<file path="config.mk">
export PLATFORM = sky130hd
export DESIGN_NAME = clock_timer_top
export DESIGN_NICKNAME = d
export VERILOG_FILES = /design/src/clk_timer_pkg.sv /design/src/clock_timer_top.sv /design/src/tick_flag.sv /design/src/tick_prescaler.sv
export SDC_FILE = /design/constraint.sdc
export NUM_CORES = 1
export LEC_CHECK = 0
export BUFFER_PORTS_ARGS = -buffer_cell sky130_fd_sc_hd__buf_2
export CAP_MARGIN = 20
export CORE_MARGIN = 3
export CORE_UTILIZATION = 47
export DETAILED_ROUTE_END_ITERATION = 7
export PLACE_DENSITY = 0.76
export SKIP_LAST_GASP = 1
export SLEW_MARGIN = 20
export SYNTH_ARGS = -nofsm -noshare
export SYNTH_HDL_FRONTEND = slang
export SYNTH_SLANG_ARGS = --single-unit
</file>
<file path="constraint.sdc">
create_clock -name aclk -period 2.2 [get_ports aclk]
set_input_delay 0.22 -clock aclk [delete_from_list [all_inputs] [get_ports aclk]]
set_output_delay 0.22 -clock aclk [all_outputs]
set_load 0.02 [all_outputs]
</file>
<file path="src/clk_timer_pkg.sv">
/*
 * shared constants and types of the tick clock timer: register indices,
 * field positions, timing counts and the structs that carry counter state.
 * assumes a single 100 MHz system clock and an AXI4-Lite register bus.
 */
package clk_timer_pkg;

    // ------------------------------------------------------------
    // timing
    // ------------------------------------------------------------
    localparam int unsigned SYS_CLK_HZ    = 100_000_000;
    localparam int unsigned CLK_PERIOD_NS = 10;
    localparam int unsigned TICK_HZ       = 256;
    localparam int unsigned TICK_CYCLES   = SYS_CLK_HZ / TICK_HZ;
    localparam int unsigned HOLD_MIN_NS   = 480_000;
    localparam int unsigned HOLD_MAX_NS   = 1_500_000;
    // longest time, rounded down
    localparam int unsigned HOLD_CYCLES   = HOLD_MAX_NS / CLK_PERIOD_NS;

    // ------------------------------------------------------------
    // register map (word index, byte address is four times it)
    // ------------------------------------------------------------
    localparam int unsigned ADDR_W      = 18;
    localparam int unsigned IDX_W       = 16;
    localparam logic [15:0] IDX_CONTROL = 16'hFF78;
    localparam logic [15:0] IDX_CNT_LO  = 16'hFF79;
    localparam logic [15:0] IDX_CNT_HI  = 16'hFF7A;
    localparam logic [15:0] IDX_MASK    = 16'hFFE6;
    localparam logic [15:0] IDX_FLAGS   = 16'hFFF6;

    localparam int unsigned CTRL_RUN_BIT   = 0;
    localparam int unsigned CTRL_CLEAR_BIT = 1;
    localparam logic [3:0]  MASK_RESET     = 4'h0;
    localparam logic [3:0]  FLAGS_RESET    = 4'h0;

    // counter bit feeding each flag: 32 Hz, 8 Hz, 2 Hz, 1 Hz
    localparam int unsigned NUM_TAPS = 4;
    localparam int unsigned TAP_BIT [NUM_TAPS] = '{2, 4, 6, 7};

    localparam logic [1:0] RESP_OKAY   = 2'h0;
    localparam logic [1:0] RESP_SLVERR = 2'h2;

    // ------------------------------------------------------------
    // types
    // ------------------------------------------------------------
    typedef logic [3:0] nibble_t;

    typedef struct packed {
        nibble_t hi;
        nibble_t lo;
    } count_t;

    typedef struct packed {
        logic             en;
        logic [IDX_W-1:0] idx;
        nibble_t          data;
    } reg_wr_t;

    typedef enum logic [1:0] {
        HOLD_FREE   = 2'b01,
        HOLD_FROZEN = 2'b10
    } hold_state_t;

endpackage

</file>
<file path="src/clock_timer_top.sv">
/*
 * free-running 8-bit tick counter with high-nibble hold, run/clear
 * control and four maskable tick interrupts behind an AXI4-Lite slave.
 * assumes one clock, a synchronous active-low reset and a master that
 * keeps at most one write and one read under way.
 */
// The AXI4-Lite register port was decided locally.
module clock_timer_top
    import clk_timer_pkg::*;
#(
    parameter int unsigned TICK_DIV = TICK_CYCLES,
    parameter int unsigned HOLD_LEN = HOLD_CYCLES
)
(
    input  wire logic              aclk,
    input  wire logic              aresetn,
    input  wire logic [ADDR_W-1:0] s_axi_awaddr,
    input  wire logic [2:0]        s_axi_awprot,
    input  wire logic              s_axi_awvalid,
    output logic                   s_axi_awready,
    input  wire logic [31:0]       s_axi_wdata,
    input  wire logic [3:0]        s_axi_wstrb,
    input  wire logic              s_axi_wvalid,
    output logic                   s_axi_wready,
    output logic [1:0]             s_axi_bresp,
    output logic                   s_axi_bvalid,
    input  wire logic              s_axi_bready,
    input  wire logic [ADDR_W-1:0] s_axi_araddr,
    input  wire logic [2:0]        s_axi_arprot,
    input  wire logic              s_axi_arvalid,
    output logic                   s_axi_arready,
    output logic [31:0]            s_axi_rdata,
    output logic [1:0]             s_axi_rresp,
    output logic                   s_axi_rvalid,
    input  wire logic              s_axi_rready,
    output logic                   irq
);

    localparam int unsigned HC_W = $clog2(HOLD_LEN);

    // ------------------------------------------------------------
    // declarations
    // ------------------------------------------------------------
    logic              aw_held_q, aw_held_d;
    logic [ADDR_W-1:0] aw_addr_q, aw_addr_d;
    logic              w_held_q, w_held_d;
    nibble_t           w_data_q, w_data_d;
    logic              w_strb_q, w_strb_d;
    logic              awready_q, awready_d;
    logic              wready_q, wready_d;
    logic              bvalid_q, bvalid_d;
    logic [1:0]        bresp_q, bresp_d;
    logic              arready_q, arready_d;
    logic              rvalid_q, rvalid_d;
    logic [31:0]       rdata_q, rdata_d;
    logic [1:0]        rresp_q, rresp_d;
    logic              run_q, run_d;
    nibble_t           mask_q, mask_d;
    logic              irq_q, irq_d;

    count_t            count_q, count_d;
    logic              pend_q, pend_d;
    hold_state_t       hold_q, hold_d;
    logic [HC_W-1:0]   hcnt_q, hcnt_d;

    logic              do_write;
    logic              wr_ok;
    reg_wr_t           wr_w;
    logic              rd_hs;
    logic [IDX_W-1:0]  rd_idx;
    logic              rd_ok;
    logic              low_read;
    logic              high_read;
    logic              clr_w;
    logic              release_w;
    logic              tick;
    nibble_t           flags;
    nibble_t           flag_clr;

    // ------------------------------------------------------------
    // decode
    // ------------------------------------------------------------
    function automatic logic idx_mapped(input logic [IDX_W-1:0] idx);
        idx_mapped = (idx == IDX_CONTROL) || (idx == IDX_CNT_LO) ||
                     (idx == IDX_CNT_HI) || (idx == IDX_MASK) ||
                     (idx == IDX_FLAGS);
    endfunction

    assign do_write = aw_held_q & w_held_q & ~bvalid_q;
    assign wr_ok    = (aw_addr_q[1:0] == 2'h0) &&
                      idx_mapped(aw_addr_q[ADDR_W-1:2]);
    // only the low byte lane carries data
    assign wr_w.en   = do_write & wr_ok & w_strb_q;
    assign wr_w.idx  = aw_addr_q[ADDR_W-1:2];
    assign wr_w.data = w_data_q;

    assign rd_hs     = s_axi_arvalid & arready_q;
    assign rd_idx    = s_axi_araddr[ADDR_W-1:2];
    assign rd_ok     = (s_axi_araddr[1:0] == 2'h0) && idx_mapped(rd_idx);
    assign low_read  = rd_hs && rd_ok && (rd_idx == IDX_CNT_LO);
    assign high_read = rd_hs && rd_ok && (rd_idx == IDX_CNT_HI);

    assign clr_w = wr_w.en && (wr_w.idx == IDX_CONTROL) &&
                   wr_w.data[CTRL_CLEAR_BIT];

    // hold ends on high read or timeout
    assign release_w = (hold_q == HOLD_FROZEN) &&
                       (high_read || (hcnt_q == '0));

    // ------------------------------------------------------------
    // bus slave and registers
    // ------------------------------------------------------------
    always_comb
    begin
        aw_held_d = aw_held_q;
        aw_addr_d = aw_addr_q;
        w_held_d  = w_held_q;
        w_data_d  = w_data_q;
        w_strb_d  = w_strb_q;
        bvalid_d  = bvalid_q;
        bresp_d   = bresp_q;
        rvalid_d  = rvalid_q;
        rdata_d   = rdata_q;
        rresp_d   = rresp_q;
        run_d     = run_q;
        mask_d    = mask_q;
        if (s_axi_awvalid && awready_q)
        begin
            aw_held_d = 1'b1;
            aw_addr_d = s_axi_awaddr;
        end
        if (s_axi_wvalid && wready_q)
        begin
            w_held_d = 1'b1;
            w_data_d = s_axi_wdata[3:0];
            w_strb_d = s_axi_wstrb[0];
        end
        if (bvalid_q && s_axi_bready)
            bvalid_d = 1'b0;
        if (do_write)
        begin
            aw_held_d = 1'b0;
            w_held_d  = 1'b0;
            bvalid_d  = 1'b1;
            bresp_d   = wr_ok ? RESP_OKAY : RESP_SLVERR;
        end
        if (wr_w.en && (wr_w.idx == IDX_CONTROL))
            run_d = wr_w.data[CTRL_RUN_BIT];
        if (wr_w.en && (wr_w.idx == IDX_MASK))
            mask_d = wr_w.data;
        if (rvalid_q && s_axi_rready)
            rvalid_d = 1'b0;
        if (rd_hs)
        begin
            rvalid_d = 1'b1;
            rresp_d  = rd_ok ? RESP_OKAY : RESP_SLVERR;
            rdata_d  = 32'h0;
            if (rd_ok)
            begin
                case (rd_idx)
                    IDX_CONTROL: rdata_d[CTRL_RUN_BIT] = run_q;
                    IDX_CNT_LO:  rdata_d[3:0] = count_q.lo;
                    IDX_CNT_HI:  rdata_d[3:0] = count_q.hi;
                    IDX_MASK:    rdata_d[3:0] = mask_q;
                    IDX_FLAGS:   rdata_d[3:0] = flags;
                    default:     rdata_d = 32'h0;
                endcase
            end
        end
        awready_d = ~aw_held_d & ~bvalid_d;
        wready_d  = ~w_held_d & ~bvalid_d;
        arready_d = ~rvalid_d;
        irq_d = |(flags & mask_q);
    end

    always_ff @(posedge aclk)
    begin
        if (!aresetn)
        begin
            aw_held_q <= 1'b0;
            aw_addr_q <= '0;
            w_held_q  <= 1'b0;
            w_data_q  <= 4'h0;
            w_strb_q  <= 1'b0;
            awready_q <= 1'b0;
            wready_q  <= 1'b0;
            bvalid_q  <= 1'b0;
            bresp_q   <= RESP_OKAY;
            arready_q <= 1'b0;
            rvalid_q  <= 1'b0;
            rdata_q   <= 32'h0;
            rresp_q   <= RESP_OKAY;
            run_q     <= 1'b0;
            mask_q    <= MASK_RESET;
            irq_q     <= 1'b0;
        end
        else
        begin
            aw_held_q <= aw_held_d;
            aw_addr_q <= aw_addr_d;
            w_held_q  <= w_held_d;
            w_data_q  <= w_data_d;
            w_strb_q  <= w_strb_d;
            awready_q <= awready_d;
            wready_q  <= wready_d;
            bvalid_q  <= bvalid_d;
            bresp_q   <= bresp_d;
            arready_q <= arready_d;
            rvalid_q  <= rvalid_d;
            rdata_q   <= rdata_d;
            rresp_q   <= rresp_d;
            run_q     <= run_d;
            mask_q    <= mask_d;
            irq_q     <= irq_d;
        end
    end

    // ------------------------------------------------------------
    // counter and hold
    // ------------------------------------------------------------
    tick_prescaler #(
        .DIV (TICK_DIV)
    ) u_prescaler (
        .aclk    (aclk),
        .aresetn (aresetn),
        .tick    (tick)
    );

    always_comb
    begin
        count_d = count_q;
        pend_d  = pend_q;
        hold_d  = hold_q;
        hcnt_d  = hcnt_q;
        case (hold_q)
            HOLD_FREE:
                if (low_read)
                begin
                    hold_d = HOLD_FROZEN;
                    hcnt_d = HC_W'(HOLD_LEN - 1);
                end
            HOLD_FROZEN:
                if (release_w)
                    hold_d = HOLD_FREE;
                else
                    hcnt_d = hcnt_q - HC_W'(1);
            default:
                hold_d = HOLD_FREE;
        endcase
        // deferred carry lands once the hold lets go
        if (release_w && pend_q)
        begin
            count_d.hi = count_q.hi + 4'h1;
            pend_d     = 1'b0;
        end
        if (tick && run_q)
        begin
            count_d.lo = count_q.lo + 4'h1;
            if (count_q.lo == 4'hF)
            begin
                if (hold_d == HOLD_FROZEN)
                    pend_d = 1'b1;
                else
                    count_d.hi = count_d.hi + 4'h1;
            end
        end
        if (clr_w)
        begin
            count_d = '0;
            pend_d  = 1'b0;
        end
    end

    always_ff @(posedge aclk)
    begin
        if (!aresetn)
        begin
            count_q <= '0;
            pend_q  <= 1'b0;
            hold_q  <= HOLD_FREE;
            hcnt_q  <= '0;
        end
        else
        begin
            count_q <= count_d;
            pend_q  <= pend_d;
            hold_q  <= hold_d;
            hcnt_q  <= hcnt_d;
        end
    end

    // ------------------------------------------------------------
    // tick flags
    // ------------------------------------------------------------
    for (genvar i = 0; i < NUM_TAPS; i++)
    begin : g_flag
        assign flag_clr[i] = wr_w.en && (wr_w.idx == IDX_FLAGS) && wr_w.data[i];
        // set on tap fall, mask ignored
        tick_flag u_flag (
            .aclk    (aclk),
            .aresetn (aresetn),
            .tap     (count_q[TAP_BIT[i]]),
            .clear   (flag_clr[i]),
            .flag    (flags[i])
        );
    end

    assign s_axi_awready = awready_q;
    assign s_axi_wready  = wready_q;
    assign s_axi_bvalid  = bvalid_q;
    assign s_axi_bresp   = bresp_q;
    assign s_axi_arready = arready_q;
    assign s_axi_rvalid  = rvalid_q;
    assign s_axi_rdata   = rdata_q;
    assign s_axi_rresp   = rresp_q;
    assign irq           = irq_q;

    // ------------------------------------------------------------
    // assertions
    // ------------------------------------------------------------
    property p_step;
        @(posedge aclk) disable iff (!aresetn)
        (tick && run_q && !clr_w) |=> (count_q.lo == 4'($past(count_q.lo) + 4'h1));
    endproperty
    a_step: assert property (p_step) else $error("count did not step on tick");

    property p_idle;
        @(posedge aclk) disable iff (!aresetn)
        ((!tick || !run_q) && !clr_w) |=> $stable(count_q.lo);
    endproperty
    a_idle: assert property (p_idle) else $error("count moved without tick");

    property p_clear;
        @(posedge aclk) disable iff (!aresetn)
        clr_w |=> (count_q == '0) && !pend_q;
    endproperty
    a_clear: assert property (p_clear) else $error("clear did not zero count");

    property p_ctrl_rd;
        @(posedge aclk) disable iff (!aresetn)
        (rd_hs && rd_ok && rd_idx == IDX_CONTROL) |=>
            (rdata_q[3:1] == 3'h0) && (rdata_q[CTRL_RUN_BIT] == $past(run_q));
    endproperty
    a_ctrl_rd: assert property (p_ctrl_rd) else $error("control read wrong");

    property p_lo_rd;
        @(posedge aclk) disable iff (!aresetn)
        low_read |=> rvalid_q && (rdata_q[3:0] == $past(count_q.lo)) &&
                     (hold_q == HOLD_FROZEN);
    endproperty
    a_lo_rd: assert property (p_lo_rd) else $error("low read wrong or no hold");

    property p_freeze;
        @(posedge aclk) disable iff (!aresetn)
        (hold_q == HOLD_FROZEN && !release_w && !clr_w) |=> $stable(count_q.hi);
    endproperty
    a_freeze: assert property (p_freeze) else $error("high moved while held");

    property p_timeout;
        @(posedge aclk) disable iff (!aresetn)
        (hold_q == HOLD_FROZEN && hcnt_q == '0) |=> (hold_q == HOLD_FREE);
    endproperty
    a_timeout: assert property (p_timeout) else $error("hold outlived timeout");

    property p_fall32;
        @(posedge aclk) disable iff (!aresetn)
        $fell(count_q[TAP_BIT[0]]) |=> flags[0];
    endproperty
    a_fall32: assert property (p_fall32) else $error("32 Hz flag not set");

    property p_w1c;
        @(posedge aclk) disable iff (!aresetn)
        (flag_clr[3] && !$fell(count_q[TAP_BIT[3]])) |=> !flags[3];
    endproperty
    a_w1c: assert property (p_w1c) else $error("1 Hz flag not cleared");

    property p_mask;
        @(posedge aclk) disable iff (!aresetn)
        (wr_w.en && wr_w.idx == IDX_MASK) |=> (mask_q == $past(wr_w.data));
    endproperty
    a_mask: assert property (p_mask) else $error("mask not written");

    property p_irq;
        @(posedge aclk) disable iff (!aresetn)
        (|(flags & mask_q)) |=> irq_q;
    endproperty
    a_irq: assert property (p_irq) else $error("request missing");

    property p_no_irq;
        @(posedge aclk) disable iff (!aresetn)
        (mask_q == 4'h0 && $stable(mask_q)) |=> !irq_q;
    endproperty
    a_no_irq: assert property (p_no_irq) else $error("request while all masked");

endmodule

</file>
<file path="src/tick_flag.sv">
/*
 * one sticky interrupt flag set on the falling edge of a counter tap.
 * clear is a one-cycle write-one pulse; a fall in the same cycle wins.
 */
module tick_flag
    import clk_timer_pkg::*;
(
    input  wire logic aclk,
    input  wire logic aresetn,
    input  wire logic tap,
    input  wire logic clear,
    output logic      flag
);

    logic prev_q;
    logic flag_q;
    logic flag_d;

    // set beats clear so no event is lost
    always_comb
    begin
        flag_d = (prev_q & ~tap) | (flag_q & ~clear);
    end

    always_ff @(posedge aclk)
    begin
        if (!aresetn)
        begin
            prev_q <= 1'b0;
            flag_q <= 1'b0;
        end
        else
        begin
            prev_q <= tap;
            flag_q <= flag_d;
        end
    end

    assign flag = flag_q;

endmodule

</file>
<file path="src/tick_prescaler.sv">
/*
 * divides the system clock down to a one-cycle tick every DIV cycles.
 * assumes DIV is at least 2; runs from reset onward, never stops.
 */
module tick_prescaler
    import clk_timer_pkg::*;
#(
    parameter int unsigned DIV = TICK_CYCLES
)
(
    input  wire logic aclk,
    input  wire logic aresetn,
    output logic      tick
);

    localparam int unsigned CW = $clog2(DIV);

    logic [CW-1:0] cnt_q;
    logic [CW-1:0] cnt_d;
    logic          tick_q;
    logic          tick_d;

    always_comb
    begin
        tick_d = (cnt_q == CW'(DIV - 1));
        cnt_d  = tick_d ? '0 : cnt_q + CW'(1);
    end

    always_ff @(posedge aclk)
    begin
        if (!aresetn)
        begin
            cnt_q  <= '0;
            tick_q <= 1'b0;
        end
        else
        begin
            cnt_q  <= cnt_d;
            tick_q <= tick_d;
        end
    end

    assign tick = tick_q;

endmodule
</file>
==> results.ini <==
[sta]
setup_viol=0
rsz0062_at_grt=yes
timing.final.crit_period_ns=2.15
finalSetupTns_ns=0
max_freq_mhz=466
hold_viol=0
worst_pin_slew_ns=0.601
hold-worst-slack_ns=0.0681
layout_setup_ws_ns=0.0529
slew_headroom_pct=59.9
min_period_over_period_pct=97.6
skew_ns=0.00866
final_max_slew_viol_count=0

[synthesis]
yosysSeqAreaShare_pct=42.8
synth_edf_count=0
synth_seq_cells=99
ys_warn_count=0
async_flop_share_pct=0
synth.largest_area_cell=dfxtp_1
synth_cell_types=57
postSynthCellCount=547
ys.flop_type=dfxtp_1
synth_top_cell_area_share_pct=42.8
synth_area_leaders=dfxtp_1 (43%), nand2_1 (6.1%), a21oi_1 (5.7%)
syn_area_mm2=0.00463
postSynthAreaPerCell_um2=8.47

[grt]
grt_pass1_wl_mm=17.0
antenna_found_initial=0
overflow=0
grt_pass1_vias=3802
grt_max_degree=30
grt_usage_pct=18.5

[placed_design]
port_buffers=59
placed_cells=737
place_hpwl_mm=7.47
gp_congestion=0.850
post-place-ws_ns=-0.00640

[final_layout]
area_delta_synth_final_pct=15.7
drive_gt1_share_pct=19.5
fin_cells=755
fin_nets=714
fillers=849
antenna_cells=0

[run_status]
status=finished, final reports clean

[floorplan]
initial_core_util_pct=49.2
rows=35
die_h_um=105
fp.coreArea_mm2=0.00942
io_pins=127
die_area_mm2=0.0111
die_x_um=105

[routing]
via_per_inst=5.16
ant_nets=0
first_pass_iters=6
wl_mm=10.1
initialDrtViolationCount=167
vias=3897
wl_per_cell_um=13.4
drcViolationCount=0

[clock_tree]
worstSkewPairLatency_ns=0.38
clockRootBuffer=clkbuf_8
holdBufCountCts=0
clockBufferDepth=2
clk_pin_slew_ns=0.10
cts_tree=yes
htreeDepth=3
cts_made_buffers=9
cts_sinks=99

[run]
max_cap_viol_count=0

[worst_setup_path]
crit_required_ns=2.51
worst-setup-path-type=flip-flop to flip-flop
start_kind=flip-flop
reg2reg_setup_slack_ns=0.05
crit_path_end_kind=flip-flop
arrival_ns=2.46
cp_max_fo=3

[pwr]
power.density_mw_per_mm2=620
ir_worst_vdd_mv=0.373
total_power_uw=3320
p_leak_uw=0.00217

[worst_hold_path]
hold_class=input pin to flip-flop

-- cell usage in the layout, fill, tap and decap left out, drive strengths merged, types with 8 or more instances in the layout --
| master | netlist | layout |
|---|---|---|
| a21oi | 53 | 53 |
| and3 | 14 | 14 |
| buf | 34 | 79 |
| clkbuf | 11 | 10 |
| conb | 1 | 30 |
| dfxtp | 99 | 99 |
| ha | 8 | 8 |
| inv | 13 | 16 |
| nand2 | 75 | 75 |
| nand3 | 32 | 32 |
| nand4 | 10 | 10 |
| nor2 | 66 | 66 |
| nor3 | 9 | 9 |
| xnor2 | 10 | 10 |
| xor2 | 30 | 30 |
-- kinds of logic (layout without fill, tap and decap cells) --
kind of cell,Yosys count,in the layout,share of synthesized area (%)
simple gates,251,251,26.7
flops,99,99,42.8
compound gates,80,80,11.2
buf+inv,58,108,7.27
xor+xnor,40,40,7.56
mux,10,10,2.27
fa+ha+maj,8,8,2.16
other cells,1,30,0.0810
-- area by class of cell --
cell class	count	area, um^2	share of cell area [%]
clock buffer	10	138	2.57
multi-input combinational	419	2490	46.5
sequential	99	1980	37.0
tap	129	161	3.01
inverter	13	48.8	0.911
clock inverter	6	71.3	1.33
timing repair buffer	79	463	8.64
-- Yosys cell counts, types with 4 or more instances --
cell type and count:
and4_1 5, and2_1 6, dfxtp_1 99, nand3_1 31, mux2i_1 6, and3_1 14
nor2b_1 4, inv_1 12, clkbuf_1 11, buf_4 31, mux2_2 4, nand2_1 75
nand4_1 10, nor3_1 9, a21oi_1 53, nor3b_1 4, xor2_1 30, nor4_1 6
xnor2_1 10, nor2_1 66, nand3b_1 4, ha_1 8
-- per-stage QoR --
stage / area, um^2 / util, %
4_1_cts: 5280 / 56.0
3_3_place_gp: 5060 / 53.7
6_report: 5360 / 56.9
2_1_floorplan: 4740 / -
3_5_place_dp: 5060 / 53.7
5_1_grt: 5360 / 56.9
-- where the power goes --
| group | internal (uW) | total [uW] | switching, uW |
|---|---|---|---|
| Sequential | 1830 | 1860 | 27.8 |
| Combinational | 79.1 | 236 | 156 |
| Clock | 571 | 1230 | 662 |
-- critical path, stage by stage, from the launching register on --
cell      delay, ns
dfxtp_2        0.35
inv_2          0.05
ha_1           0.19
nor4b_2        0.16
buf_4          0.15
nand3_4        0.09
o22ai_4        0.08
a211oi_4       0.26
nand3_2        0.15
or4_1          0.49
a21oi_1        0.12
-- registers in the layout, indices dropped and copies added, names as in the netlist, 2 cells and up --
signal                count
aw_addr_q                18
count_q                   8
g_flag.u_flag.flag        4
g_flag.u_flag.prev_q      4
hcnt_q                   18
hold_q                    2
mask_q                    4
s_axi_rdata               4
u_prescaler.cnt_q        19
w_data_q                  4
-- routing by layer --
metal  global-route usage [%]  part of all wire [%]  vias up
met3                     5.14                   5.0       11
met5                        0                     0        -
met2                     30.1                    47       95
met1                     23.9                    47     1818
met4                     5.34                  0.93        0
li1                         -                     -     1973
-- final timing paths --
check | from | endpoint | depth (start not counted)
max | hcnt_q[0] | hcnt_q[12] | 10
min | s_axi_awaddr[11] | aw_addr_q[11] | 3
max reg2reg | hcnt_q[0] | hcnt_q[12] | 10
min reg2reg | aw_addr_q[1] | aw_addr_q[1] | 2
-- timing repair --
action / in CTS / in global routing
cloned: 0 / 1
setup buffers: 0 / 1
endpoints found under the setup margin: 1 / 18
gates resized for setup: 2 / 15
pin swaps: 1 / 10
Power figures use the tool's default switching activity.
